File: src/shared/cfd_pkg.sv
package cfd_pkg;

  // ----------------------------------------------------------------
  // Word layout
  // ----------------------------------------------------------------
  localparam int WORD_W = 14;
  localparam int FILE_LSB = 0;
  localparam int FILE_W = 7;
  localparam int DEST_POS = 7;
  localparam int BIT_LSB = 7;
  localparam int BIT_W = 3;
  localparam int LIT_LSB = 0;
  localparam int LIT8_W = 8;
  localparam int LIT11_W = 11;
  localparam int LIT7_W = 7;
  localparam int LIT5_W = 5;
  localparam int LIT9_W = 9;
  localparam int OFF_SEL_POS = 6;
  localparam int OFF_W = 6;
  localparam int STEP_SEL_POS = 2;
  localparam int STEP_W = 2;
  localparam int PTR_N = 2;

  localparam logic [FILE_W-1:0] FILE_MIN = 7'h00;
  localparam logic [FILE_W-1:0] FILE_MAX = 7'h7f;
  localparam logic [FILE_W-1:0] IND_PORT0_ADDR = 7'h00;
  localparam logic [FILE_W-1:0] IND_PORT1_ADDR = 7'h01;
  localparam logic DEST_ACC = 1'h0;
  localparam logic DEST_FILE = 1'h1;

  // ----------------------------------------------------------------
  // Timing
  // ----------------------------------------------------------------
  localparam int OSC_PER_INSTR = 4;
  localparam logic [1:0] PHASE_DECODE = 2'h0;
  localparam logic [1:0] PHASE_READ = 2'h1;
  localparam logic [1:0] PHASE_MODIFY = 2'h2;
  localparam logic [1:0] PHASE_LAST = 2'(OSC_PER_INSTR - 1);
  localparam logic [1:0] EXTRA_NONE = 2'h0;
  localparam logic [1:0] EXTRA_ONE = 2'h1;
  localparam logic [1:0] EXTRA_TWO = 2'h2;

  // ----------------------------------------------------------------
  // Types
  // ----------------------------------------------------------------
  typedef enum logic [1:0] {
    GRP_BYTE = 2'h0,
    GRP_BIT = 2'h1,
    GRP_LIT_CTRL = 2'h2
  } cfd_group_type;

  typedef enum logic [1:0] {
    ST_EXEC = 2'h0,
    ST_IND = 2'h1,
    ST_NOP = 2'h3
  } cfd_state_type;

  typedef enum logic [5:0] {
    OP_ADD_ACC_F, OP_ADDC_ACC_F, OP_AND_ACC_F, OP_ASHR_F, OP_SHL_F, OP_SHR_F,
    OP_CLR_F, OP_CLR_ACC, OP_INV_F, OP_DEC_F, OP_INC_F, OP_OR_ACC_F, OP_MOV_F,
    OP_MOV_ACC_F, OP_ROL_F, OP_ROR_F, OP_SUB_ACC_F, OP_SUBB_ACC_F, OP_SWAP_F,
    OP_XOR_ACC_F, OP_DEC_SKIP_ZERO, OP_INC_SKIP_ZERO,
    OP_BIT_CLR, OP_BIT_SET, OP_SKIP_IF_BIT_CLEAR, OP_SKIP_IF_BIT_SET,
    OP_NOP, OP_ADD_LIT, OP_AND_LIT, OP_OR_LIT, OP_MOV_LIT_BANK, OP_LOAD_PAGE_LATCH,
    OP_MOV_LIT, OP_SUB_LIT, OP_XOR_LIT, OP_RELATIVE_BRANCH, OP_BRANCH_VIA_ACC,
    OP_CALL, OP_CALL_VIA_ACC, OP_JUMP, OP_RETURN_FROM_INTERRUPT,
    OP_RETURN_WITH_LITERAL, OP_RETURN, OP_PTR_ADD, OP_PTR_LOAD_STEP,
    OP_PTR_STORE_STEP, OP_PTR_LOAD_OFF, OP_PTR_STORE_OFF, OP_ILLEGAL
  } cfd_op_type;

  typedef struct packed {
    logic [FILE_W-1:0] file_addr;
    logic dest_file;
    logic [BIT_W-1:0] bit_idx;
    logic [LIT8_W-1:0] lit8;
    logic [LIT11_W-1:0] lit11;
    logic [LIT7_W-1:0] lit7;
    logic [LIT5_W-1:0] lit5;
    logic [LIT9_W-1:0] lit9;
    logic off_sel;
    logic [OFF_W-1:0] off6;
    logic step_sel;
    logic [STEP_W-1:0] step_mode;
  } cfd_fields_type;

  typedef struct packed {
    logic [WORD_W-1:0] mask;
    logic [WORD_W-1:0] match;
    cfd_op_type op;
  } cfd_pat_type;

  // ----------------------------------------------------------------
  // Opcode table, first match wins
  // ----------------------------------------------------------------
  localparam int PAT_N = 48;
  localparam cfd_pat_type PAT_TABLE [PAT_N] = '{
    '{14'h3fff, 14'h0000, OP_NOP}, '{14'h3fff, 14'h0008, OP_RETURN},
    '{14'h3fff, 14'h0009, OP_RETURN_FROM_INTERRUPT},
    '{14'h3fff, 14'h000a, OP_CALL_VIA_ACC}, '{14'h3fff, 14'h000b, OP_BRANCH_VIA_ACC},
    '{14'h3ff8, 14'h0010, OP_PTR_LOAD_STEP}, '{14'h3ff8, 14'h0018, OP_PTR_STORE_STEP},
    '{14'h3fe0, 14'h0020, OP_MOV_LIT_BANK}, '{14'h3f80, 14'h0080, OP_MOV_ACC_F},
    '{14'h3ffc, 14'h0100, OP_CLR_ACC}, '{14'h3f80, 14'h0180, OP_CLR_F},
    '{14'h3f00, 14'h0200, OP_SUB_ACC_F}, '{14'h3f00, 14'h0300, OP_DEC_F},
    '{14'h3f00, 14'h0400, OP_OR_ACC_F}, '{14'h3f00, 14'h0500, OP_AND_ACC_F},
    '{14'h3f00, 14'h0600, OP_XOR_ACC_F}, '{14'h3f00, 14'h0700, OP_ADD_ACC_F},
    '{14'h3f00, 14'h0800, OP_MOV_F}, '{14'h3f00, 14'h0900, OP_INV_F},
    '{14'h3f00, 14'h0a00, OP_INC_F}, '{14'h3f00, 14'h0b00, OP_DEC_SKIP_ZERO},
    '{14'h3f00, 14'h0c00, OP_ROR_F}, '{14'h3f00, 14'h0d00, OP_ROL_F},
    '{14'h3f00, 14'h0e00, OP_SWAP_F}, '{14'h3f00, 14'h0f00, OP_INC_SKIP_ZERO},
    '{14'h3f00, 14'h3500, OP_SHL_F}, '{14'h3f00, 14'h3600, OP_SHR_F},
    '{14'h3f00, 14'h3700, OP_ASHR_F}, '{14'h3f00, 14'h3b00, OP_SUBB_ACC_F},
    '{14'h3f00, 14'h3d00, OP_ADDC_ACC_F},
    '{14'h3c00, 14'h1000, OP_BIT_CLR}, '{14'h3c00, 14'h1400, OP_BIT_SET},
    '{14'h3c00, 14'h1800, OP_SKIP_IF_BIT_CLEAR}, '{14'h3c00, 14'h1c00, OP_SKIP_IF_BIT_SET},
    '{14'h3800, 14'h2000, OP_CALL}, '{14'h3800, 14'h2800, OP_JUMP},
    '{14'h3f00, 14'h3000, OP_MOV_LIT}, '{14'h3f00, 14'h3800, OP_OR_LIT},
    '{14'h3f00, 14'h3900, OP_AND_LIT}, '{14'h3f00, 14'h3a00, OP_XOR_LIT},
    '{14'h3f00, 14'h3c00, OP_SUB_LIT}, '{14'h3f00, 14'h3e00, OP_ADD_LIT},
    '{14'h3f00, 14'h3400, OP_RETURN_WITH_LITERAL},
    '{14'h3f80, 14'h3100, OP_PTR_ADD}, '{14'h3f80, 14'h3180, OP_LOAD_PAGE_LATCH},
    '{14'h3f80, 14'h3f00, OP_PTR_LOAD_OFF}, '{14'h3f80, 14'h3f80, OP_PTR_STORE_OFF},
    '{14'h3e00, 14'h3200, OP_RELATIVE_BRANCH}
  };

endpackage : cfd_pkg

File: src/design/cfd_decoder.sv
// Summary of operation
// - Fetch and decode one 14-bit word each.
// - Classify into byte, bit, literal/control.
// - Plain instructions take one instruction cycle.
// - Both call forms take two cycles.
// - All three return forms take two cycles.
// - Jumps, branches, taken skips take two cycles.
// - Indirect access to program memory adds cycle.
// - One instruction cycle is four clocks.
// - File operand read before any write back.
// - Destination bit 0 accumulator, 1 file.
// - File address field is seven bits.
// - Bit index field is three bits.
// - General literal is low eight bits.
// - Call and jump target is eleven bits.
// - Page latch literal is seven bits.
// - Five-bit literal format in low bits.
// - Relative branch offset is nine bits.
// - Pointer offset: select plus six-bit offset.
// - Pointer step: select plus two-bit mode.
// - Select chooses pointer zero or one.
// - Don't-care bits never change the operation.
// - Second cycle of two-cycle ops is idle.
module cfd_decoder (
  input wire logic ref_clk_i,
  input wire logic arst_n_i,
  input wire logic [cfd_pkg::WORD_W-1:0] instr_i,
  input wire logic skip_true_i,
  input wire logic [cfd_pkg::PTR_N-1:0] ptr_msb_i,
  output logic fetch_req_o,
  output cfd_pkg::cfd_op_type op_o,
  output cfd_pkg::cfd_group_type group_o,
  output cfd_pkg::cfd_fields_type fields_o,
  output logic ptr_sel_o,
  output logic [1:0] phase_o,
  output cfd_pkg::cfd_state_type cycle_state_o,
  output logic read_stb_o,
  output logic write_file_o,
  output logic write_acc_o,
  output logic skip_taken_o
);

  // ----------------------------------------------------------------
  // Decode functions
  // ----------------------------------------------------------------
  function automatic cfd_pkg::cfd_op_type op_lookup(input logic [cfd_pkg::WORD_W-1:0] w);
    cfd_pkg::cfd_op_type res;
    logic hit;
    res = cfd_pkg::OP_ILLEGAL;
    hit = 1'b0;
    for (int i = 0; i < cfd_pkg::PAT_N; i++) begin
      if (!hit && ((w & cfd_pkg::PAT_TABLE[i].mask) == cfd_pkg::PAT_TABLE[i].match)) begin
        res = cfd_pkg::PAT_TABLE[i].op;
        hit = 1'b1;
      end
    end
    return res;
  endfunction : op_lookup

  function automatic cfd_pkg::cfd_group_type op_group(input cfd_pkg::cfd_op_type op);
    if (op inside {[cfd_pkg::OP_ADD_ACC_F:cfd_pkg::OP_INC_SKIP_ZERO]}) begin
      return cfd_pkg::GRP_BYTE;
    end else if (op inside {[cfd_pkg::OP_BIT_CLR:cfd_pkg::OP_SKIP_IF_BIT_SET]}) begin
      return cfd_pkg::GRP_BIT;
    end else begin
      return cfd_pkg::GRP_LIT_CTRL;
    end
  endfunction : op_group

  function automatic logic refs_file(input cfd_pkg::cfd_op_type op);
    return (op_group(op) != cfd_pkg::GRP_LIT_CTRL) && (op != cfd_pkg::OP_CLR_ACC);
  endfunction : refs_file

  function automatic logic writes_file(input cfd_pkg::cfd_op_type op, input logic dest);
    return ((op_group(op) == cfd_pkg::GRP_BYTE) && (dest == cfd_pkg::DEST_FILE)) ||
           (op inside {cfd_pkg::OP_BIT_CLR, cfd_pkg::OP_BIT_SET});
  endfunction : writes_file

  function automatic logic is_skip(input cfd_pkg::cfd_op_type op);
    return op inside {cfd_pkg::OP_DEC_SKIP_ZERO, cfd_pkg::OP_INC_SKIP_ZERO,
                      cfd_pkg::OP_SKIP_IF_BIT_CLEAR, cfd_pkg::OP_SKIP_IF_BIT_SET};
  endfunction : is_skip

  function automatic logic is_call(input cfd_pkg::cfd_op_type op);
    return op inside {cfd_pkg::OP_CALL, cfd_pkg::OP_CALL_VIA_ACC};
  endfunction : is_call

  function automatic logic is_return(input cfd_pkg::cfd_op_type op);
    return op inside {cfd_pkg::OP_RETURN, cfd_pkg::OP_RETURN_WITH_LITERAL,
                      cfd_pkg::OP_RETURN_FROM_INTERRUPT};
  endfunction : is_return

  function automatic logic is_jump(input cfd_pkg::cfd_op_type op);
    return op inside {cfd_pkg::OP_JUMP, cfd_pkg::OP_RELATIVE_BRANCH,
                      cfd_pkg::OP_BRANCH_VIA_ACC};
  endfunction : is_jump

  function automatic logic is_ptr_mem(input cfd_pkg::cfd_op_type op);
    return op inside {cfd_pkg::OP_PTR_LOAD_STEP, cfd_pkg::OP_PTR_STORE_STEP,
                      cfd_pkg::OP_PTR_LOAD_OFF, cfd_pkg::OP_PTR_STORE_OFF};
  endfunction : is_ptr_mem

  function automatic logic is_step(input cfd_pkg::cfd_op_type op);
    return op inside {cfd_pkg::OP_PTR_LOAD_STEP, cfd_pkg::OP_PTR_STORE_STEP};
  endfunction : is_step

  // ----------------------------------------------------------------
  // Phase counter and field slicing
  // ----------------------------------------------------------------
  logic [1:0] phase;
  cfd_pkg::cfd_fields_type new_fields;

  cfd_phase_gen u_phase (
    .ref_clk_i(ref_clk_i),
    .arst_n_i(arst_n_i),
    .phase_o(phase)
  );

  cfd_field_split u_split (
    .word_i(instr_i),
    .fields_o(new_fields)
  );

  // ----------------------------------------------------------------
  // Registers
  // ----------------------------------------------------------------
  cfd_pkg::cfd_op_type op_reg;
  cfd_pkg::cfd_group_type group_reg;
  cfd_pkg::cfd_fields_type fields_reg;
  logic ptr_sel_reg;
  cfd_pkg::cfd_state_type state_reg;
  cfd_pkg::cfd_state_type state_next;
  logic fetch_req_reg;
  logic read_stb_reg;
  logic write_file_reg;
  logic write_acc_reg;
  logic skip_taken_reg;
  logic ind_pend_reg;
  logic nop_pend_reg;

  // ----------------------------------------------------------------
  // Named decode wires
  // ----------------------------------------------------------------
  wire logic at_decode = (phase == cfd_pkg::PHASE_DECODE);
  wire logic at_modify = (phase == cfd_pkg::PHASE_MODIFY);
  wire logic at_last = (phase == cfd_pkg::PHASE_LAST);
  wire logic in_exec = (state_reg == cfd_pkg::ST_EXEC);
  wire logic word_take = fetch_req_reg && at_last;
  wire cfd_pkg::cfd_op_type new_op = op_lookup(instr_i);
  wire cfd_pkg::cfd_group_type new_group = op_group(new_op);
  wire logic new_ptr_sel = is_step(new_op) ? new_fields.step_sel :
                           new_fields.off_sel;
  wire logic addr_is_port = (fields_reg.file_addr == cfd_pkg::IND_PORT0_ADDR) ||
                            (fields_reg.file_addr == cfd_pkg::IND_PORT1_ADDR);
  wire logic port_to_prog = refs_file(op_reg) && addr_is_port &&
                            ptr_msb_i[fields_reg.file_addr[0]];
  wire logic ptr_to_prog = is_ptr_mem(op_reg) && ptr_msb_i[ptr_sel_reg];
  wire logic ind_need = port_to_prog || ptr_to_prog;
  wire logic skip_hit = is_skip(op_reg) && skip_true_i;
  wire logic nop_need = is_call(op_reg) || is_return(op_reg) ||
                        is_jump(op_reg) || skip_hit;
  wire logic exec_done = !ind_need && !nop_need;
  wire logic will_exec = in_exec ? exec_done :
                         (state_reg == cfd_pkg::ST_IND) ? !nop_pend_reg : 1'b1;

  // ----------------------------------------------------------------
  // Cycle state machine
  // ----------------------------------------------------------------
  always_comb begin
    state_next = state_reg;
    if (at_last) begin
      case (state_reg)
        cfd_pkg::ST_EXEC: begin
          if (ind_pend_reg) begin
            state_next = cfd_pkg::ST_IND;
          end else if (nop_pend_reg) begin
            state_next = cfd_pkg::ST_NOP;
          end else begin
            state_next = cfd_pkg::ST_EXEC;
          end
        end
        cfd_pkg::ST_IND: begin
          state_next = nop_pend_reg ? cfd_pkg::ST_NOP : cfd_pkg::ST_EXEC;
        end
        cfd_pkg::ST_NOP: begin
          state_next = cfd_pkg::ST_EXEC;
        end
        default: begin
          state_next = cfd_pkg::ST_EXEC;
        end
      endcase
    end
  end

  always_ff @(posedge ref_clk_i or negedge arst_n_i) begin
    if (!arst_n_i) begin
      state_reg <= cfd_pkg::ST_EXEC;
      ind_pend_reg <= 1'b0;
      nop_pend_reg <= 1'b0;
    end else begin
      state_reg <= state_next;
      if (at_modify && in_exec) begin
        ind_pend_reg <= ind_need;
        nop_pend_reg <= nop_need;
      end
    end
  end

  // ----------------------------------------------------------------
  // Fetch and decoded word
  // ----------------------------------------------------------------
  always_ff @(posedge ref_clk_i or negedge arst_n_i) begin
    if (!arst_n_i) begin
      fetch_req_reg <= 1'b0;
    end else begin
      fetch_req_reg <= at_modify && will_exec;
    end
  end

  always_ff @(posedge ref_clk_i or negedge arst_n_i) begin
    if (!arst_n_i) begin
      op_reg <= cfd_pkg::OP_NOP;
      group_reg <= cfd_pkg::GRP_LIT_CTRL;
      fields_reg <= '0;
      ptr_sel_reg <= 1'b0;
    end else if (word_take) begin
      op_reg <= new_op;
      group_reg <= new_group;
      fields_reg <= new_fields;
      ptr_sel_reg <= new_ptr_sel;
    end
  end

  // ----------------------------------------------------------------
  // Register file strobes, idle in extra cycles
  // ----------------------------------------------------------------
  always_ff @(posedge ref_clk_i or negedge arst_n_i) begin
    if (!arst_n_i) begin
      read_stb_reg <= 1'b0;
      write_file_reg <= 1'b0;
      write_acc_reg <= 1'b0;
    end else begin
      read_stb_reg <= at_decode && in_exec && refs_file(op_reg);
      write_file_reg <= at_modify && in_exec &&
                        writes_file(op_reg, fields_reg.dest_file);
      write_acc_reg <= at_modify && in_exec && (group_reg == cfd_pkg::GRP_BYTE) &&
                       (fields_reg.dest_file == cfd_pkg::DEST_ACC);
    end
  end

  always_ff @(posedge ref_clk_i or negedge arst_n_i) begin
    if (!arst_n_i) begin
      skip_taken_reg <= 1'b0;
    end else if (at_modify && in_exec) begin
      skip_taken_reg <= skip_hit;
    end else if (word_take) begin
      skip_taken_reg <= 1'b0;
    end
  end

  // ----------------------------------------------------------------
  // Outputs
  // ----------------------------------------------------------------
  assign fetch_req_o = fetch_req_reg;
  assign op_o = op_reg;
  assign group_o = group_reg;
  assign fields_o = fields_reg;
  assign ptr_sel_o = ptr_sel_reg;
  assign phase_o = phase;
  assign cycle_state_o = state_reg;
  assign read_stb_o = read_stb_reg;
  assign write_file_o = write_file_reg;
  assign write_acc_o = write_acc_reg;
  assign skip_taken_o = skip_taken_reg;

  // ----------------------------------------------------------------
  // Checks
  // ----------------------------------------------------------------
  logic [1:0] extra_cnt_reg;
  logic ind_seen_reg;

  always_ff @(posedge ref_clk_i or negedge arst_n_i) begin
    if (!arst_n_i) begin
      extra_cnt_reg <= cfd_pkg::EXTRA_NONE;
      ind_seen_reg <= 1'b0;
    end else if (word_take) begin
      extra_cnt_reg <= cfd_pkg::EXTRA_NONE;
      ind_seen_reg <= 1'b0;
    end else if (at_last) begin
      extra_cnt_reg <= extra_cnt_reg + 2'h1;
      ind_seen_reg <= ind_seen_reg || (state_next == cfd_pkg::ST_IND);
    end
  end
endmodule : cfd_decoder

File: src/design/cfd_phase_gen.sv
module cfd_phase_gen (
  input wire logic ref_clk_i,
  input wire logic arst_n_i,
  output logic [1:0] phase_o
);

  // ----------------------------------------------------------------
  // Four oscillator periods per instruction cycle
  // ----------------------------------------------------------------
  logic [1:0] phase_reg;
  logic [1:0] phase_next;

  assign phase_next = (phase_reg == cfd_pkg::PHASE_LAST) ? cfd_pkg::PHASE_DECODE :
                      phase_reg + 2'h1;

  always_ff @(posedge ref_clk_i or negedge arst_n_i) begin
    if (!arst_n_i) begin
      phase_reg <= cfd_pkg::PHASE_DECODE;
    end else begin
      phase_reg <= phase_next;
    end
  end

  assign phase_o = phase_reg;

endmodule : cfd_phase_gen

File: src/design/cfd_field_split.sv
module cfd_field_split (
  input wire logic [cfd_pkg::WORD_W-1:0] word_i,
  output cfd_pkg::cfd_fields_type fields_o
);

  // ----------------------------------------------------------------
  // Operand fields of every format
  // ----------------------------------------------------------------
  assign fields_o.file_addr = word_i[cfd_pkg::FILE_LSB +: cfd_pkg::FILE_W];
  assign fields_o.dest_file = word_i[cfd_pkg::DEST_POS];
  assign fields_o.bit_idx = word_i[cfd_pkg::BIT_LSB +: cfd_pkg::BIT_W];
  assign fields_o.lit8 = word_i[cfd_pkg::LIT_LSB +: cfd_pkg::LIT8_W];
  assign fields_o.lit11 = word_i[cfd_pkg::LIT_LSB +: cfd_pkg::LIT11_W];
  assign fields_o.lit7 = word_i[cfd_pkg::LIT_LSB +: cfd_pkg::LIT7_W];
  assign fields_o.lit5 = word_i[cfd_pkg::LIT_LSB +: cfd_pkg::LIT5_W];
  assign fields_o.lit9 = word_i[cfd_pkg::LIT_LSB +: cfd_pkg::LIT9_W];
  assign fields_o.off_sel = word_i[cfd_pkg::OFF_SEL_POS];
  assign fields_o.off6 = word_i[cfd_pkg::LIT_LSB +: cfd_pkg::OFF_W];
  assign fields_o.step_sel = word_i[cfd_pkg::STEP_SEL_POS];
  assign fields_o.step_mode = word_i[cfd_pkg::LIT_LSB +: cfd_pkg::STEP_W];

endmodule : cfd_field_split

File: config.mk
export PLATFORM = sky130hd
export DESIGN_NAME = cfd_decoder
export DESIGN_NICKNAME = d
export VERILOG_FILES = /design/src/shared/cfd_pkg.sv /design/src/design/cfd_decoder.sv /design/src/design/cfd_phase_gen.sv /design/src/design/cfd_field_split.sv
export SDC_FILE = /design/constraint.sdc
export NUM_CORES = 1
export LEC_CHECK = 0
export ABC_AREA = 1
export BUFFER_PORTS_ARGS = -buffer_cell sky130_fd_sc_hd__clkbuf_2
export CAP_MARGIN = 20
export CORE_UTILIZATION = 51
export CTS_BUF_LIST = sky130_fd_sc_hd__clkbuf_16
export DETAILED_ROUTE_END_ITERATION = 10
export PLACE_DENSITY = 0.82
export REMOVE_ABC_BUFFERS = 1
export SYNTH_ARGS = -nofsm -noshare
export SYNTH_HDL_FRONTEND = slang
export SYNTH_SLANG_ARGS = --single-unit
File: constraint.sdc
create_clock -name ref_clk_i -period 1.7 [get_ports ref_clk_i]
set_input_delay 0.34 -clock ref_clk_i [delete_from_list [all_inputs] [get_ports ref_clk_i]]
set_output_delay 0.34 -clock ref_clk_i [all_outputs]
set_load 0.02 [all_outputs]
==> results by stage <==
Outcome:
- The run finished, with violations left.
- The final reports fail on setup timing.

Die:
- The initialized floorplan defines 26 standard-cell rows.
- The effective utilization at floorplan is 52.8%.
- The die covers 5580 µm².
- The die is 74.7 µm wide.
- The total I/O pin count is 98.
- The die is 74.7 µm tall.
- The region available for standard cell placement spans 5110 µm².

Min path:
- The type of the tightest min-delay check is in2async.

Power and ir drop:
- The total power of the final layout is 3.79 mW.
- Across the VDD grid, the largest voltage drop is 0.636 mV.
- Registers are responsible for 30.7% of the overall power.
- Combinational logic burns 48.0% of the power.
- The internal portion of the total power is 2.09 mW.
- The leakage power total is 2.02 nW.
- In this run the power density over the cells is 1030 nW/µm².
- In this run switching power makes up 44.9% of total power.
- The clock network is responsible for 21.3% of the overall power.
- In this run the power spent charging and discharging nets is 1.70 mW.

Detailed routing:
- Signal routing reaches up to met4.
- In the routed design, unresolved DRC markers number 0.
- The detailed-route wire length on metal 1 is 2.97 mm.
- For this block, the routed nets add up to 7.39 mm of wire.
- The count of vias placed by the detailed router is 3022.
- After detailed routing, the met2 layer carries 3.81 mm of wire.
- The routed wire length per instance is 12.6 µm.
- The number of vias per cell after detailed routing is 5.17.
- After detailed routing, the met3 layer carries 490 µm of wire.
- The count of routing violations after the opening detailed-route iteration is 137.
- The length of the first detailed-routing pass in iterations is 5.
- The number of nets still failing antenna checks after routing is 0.

Clocking:
- The number of clock buffers inserted by TritonCTS is 5.
- The clock tree buffer depth is 2.
- The number of levels in the clock H-tree is 2.
- The hold-fix buffer count after cts is 0.
- TritonCTS built the clock tree.
- CTS placed an instance of sky130_fd_sc_hd__clkbuf_16 at the clock tree root.
- The clock-pin transition on the worst setup and hold timing paths is 0.05 ns.
- The clock sink count is 31.
- For the worst-skew pair, the clock arrives at the later sink with an insertion delay of 0.27 ns.

Worst setup path:
- The worst setup path is of the in2reg kind.
- Across all register-to-register paths, the minimum setup slack is 0.16 ns.
- Data on the critical path is required at its endpoint by 1.92 ns.
- The number of cells on the worst reg-to-reg path is 8.
- The endpoint kind of the worst setup timing path is a register.
- STA classifies the critical path startpoint as an input pin.
- The data arrival time at the worst-slack endpoint is 1.96 ns.
- Along the worst path, the maximum fanout reaches 8.

GRT:
- The global router's overall resource usage is 26.6%.
- Summed over all layers, the global routing overflow is 0.
- The initial antenna violation count is 0.
- The global-route wire length before repair is 11.4 mm.
- The maximum number of pins on one net before global-route repair is 32.
- The number of global-route vias before repair came to 2588.

STA:
- In the final timing run, aggregate negative setup slack is -0.0700 ns.
- The final number of setup-violating endpoints is 3.
- Final hold analysis gives a worst-case slack of 0.0672 ns.
- The minimum clock period after layout is 1.74 ns.
- The highest achievable clock rate is 575 MHz.
- At the pin with the least slew margin, the transition time is 0.447 ns.
- The final-report hold violation count is 0.
- The relative slew slack is 70.2%.
- In the finished design, the share of the clock period the worst path needs comes to 102%.
- The setup skew after layout is 0.00366 ns.
- Setup repair after global routing could not meet its margin everywhere.
- The final critical-path setup slack is -0.0403 ns.
- The max-slew violation count is 0.

Finish:
- The register area is 781 µm².
- The share of cells above drive strength 1 is 43.5%.
- The register with the most flip-flops in the layout has 11 of them.
- The library cell used most frequently in the layout, excluding fill and tap cells, is sky130_fd_sc_hd__clkbuf_2.
- Relative to the synthesized area, the layout overhead comes to 36.1%.
- The area taken by multi-input logic gates is 1430 µm².
- The count of inserted antenna diode cells is 0.
- The top cell types in the final layout, fill and taps aside, are sky130_fd_sc_hd__clkbuf_2, sky130_fd_sc_hd__nand2_1, sky130_fd_sc_hd__buf_4.
- The final core utilization is 71.9%.
- The final net count is 536.
- After filler insertion, the fill cell instance count of the layout stands at 413.

Logic synthesis:
- After synthesis the cells add up to 2700 µm².
- The number of synthesis warnings is 0.
- Of the synthesized area, sequential elements account for 28.9%.
- After synthesis, the netlist uses 35 different library cells.
- After synthesis the netlist holds a flip-flop and latch count of 31.
- A synthesized cell averages 6.64 µm².
- Counting every instance in the synthesized netlist gives 406.

Place:
- The congestion estimate from routability-driven global placement came to 0.995.
- The count of buffers inserted at the top-level ports is 97.
- The pre-CTS worst setup slack is -0.429 ns.
- The HPWL after detailed placement is 5.69 mm.

Flow run:
- The max-cap check violation count is 0.
through the flow:
step | instance area (µm²) | instances
after global placement | 3310 | 575
final | 3670 | 585
after CTS | 3530 | 583
after global routing | 3670 | 585
after floorplan | 2300 | 351
after detailed placement | 3310 | 575
power groups by stage:
| stage | Sequential, mW | Combinational [mW] | Clock [mW] |
|---|---|---|---|
| floorplan | 1.76 | 0.392 | 0 |
| global placement | 1.15 | 1.71 | 0 |
| detailed placement | 1.17 | 1.74 | 0 |
| CTS | 1.16 | 1.77 | 0.819 |
| global route | 1.20 | 1.97 | 0.848 |
| finish | 1.16 | 1.82 | 0.807 |
Yosys cell counts (all sizes together):
cell,n,area [µm²]
o21a,1,7.51
a31oi,2,12.5
nand4,20,125
nor4,3,18.8
o2111ai,3,26.3
nor3,7,35.0
a21oi,8,43.8
mux2,1,11.3
nand2,81,328
o22ai,2,12.5
clkbuf,2,7.51
or2,1,6.26
ha,3,37.5
dfrtp,27,676
o21ai,24,120
o211ai,3,22.5
o32ai,1,8.76
buf,53,393
nand3,30,155
a2111oi,1,8.76
and2,1,6.26
a32oi,1,8.76
inv,60,230
nor2,67,292
dfstp,4,105
repair_timing:
action | CTS | global route
endpoints found under the hold margin | 0 | 0
resized for setup | 22 | 54
setup endpoints to repair | 6 | 8
gates cloned | 0 | 0
pin swaps | 8 | 28
buffers inserted | 0 | 2
logic make-up (layout without fill, tap and decap cells):
logic type | Yosys count | in the layout | share of synthesized area (%)
flops | 31 | 31 | 28.9
simple gates | 210 | 210 | 35.8
mux | 1 | 1 | 0.417
buf+inv | 115 | 224 | 23.4
fa+ha+maj | 3 | 3 | 1.39
compound gates | 46 | 46 | 10.1
worst paths after layout:
path | start | to
max | instr_i[12] | group_o[1]
min | arst_n_i | write_acc_o
max reg2reg | op_o[2] | fetch_req_o
min reg2reg | group_o[1] | group_o[1]
max in group asynchronous | arst_n_i | op_o[4]
min in group ref_clk_i | instr_i[4] | fields_o[46]
critical path, stage by stage:
cell and delay (ns):
sky130_fd_sc_hd__buf_8 0.10, sky130_fd_sc_hd__nor2_4 0.13, sky130_fd_sc_hd__buf_6 0.14, sky130_fd_sc_hd__nand2_4 0.06
sky130_fd_sc_hd__nor2_4 0.19, sky130_fd_sc_hd__nand4_1 0.14, sky130_fd_sc_hd__nand2_2 0.09, sky130_fd_sc_hd__nor2_2 0.04
sky130_fd_sc_hd__nand4_1 0.07, sky130_fd_sc_hd__nor2_1 0.05, sky130_fd_sc_hd__nand3_1 0.09, sky130_fd_sc_hd__nor2_2 0.06
sky130_fd_sc_hd__nand4_1 0.10, sky130_fd_sc_hd__nand2_1 0.06, sky130_fd_sc_hd__inv_1 0.05, sky130_fd_sc_hd__nand2_1 0.04
sky130_fd_sc_hd__nand3_1 0.08, sky130_fd_sc_hd__nand2_1 0.05, sky130_fd_sc_hd__nand2_1 0.08
area by class of cell:
class | instances | share of cell area, %
Multi-Input combinational cell | 260 | 38.9
Timing Repair Buffer | 156 | 27.4
Sequential cell | 31 | 21.3
Inverter | 60 | 6.34
Clock buffer | 5 | 3.41
Tap cell | 70 | 2.39
Clock inverter | 3 | 0.307
routing by layer:
layer | global-route usage, % | up-vias
met2 | 49.7 | 140
met4 | 7.76 | 0
met1 | 31.7 | 1386
met3 | 3.48 | 14
li1 | - | 1482
met5 | 0 | -
(Power assumes the default switching activity.)
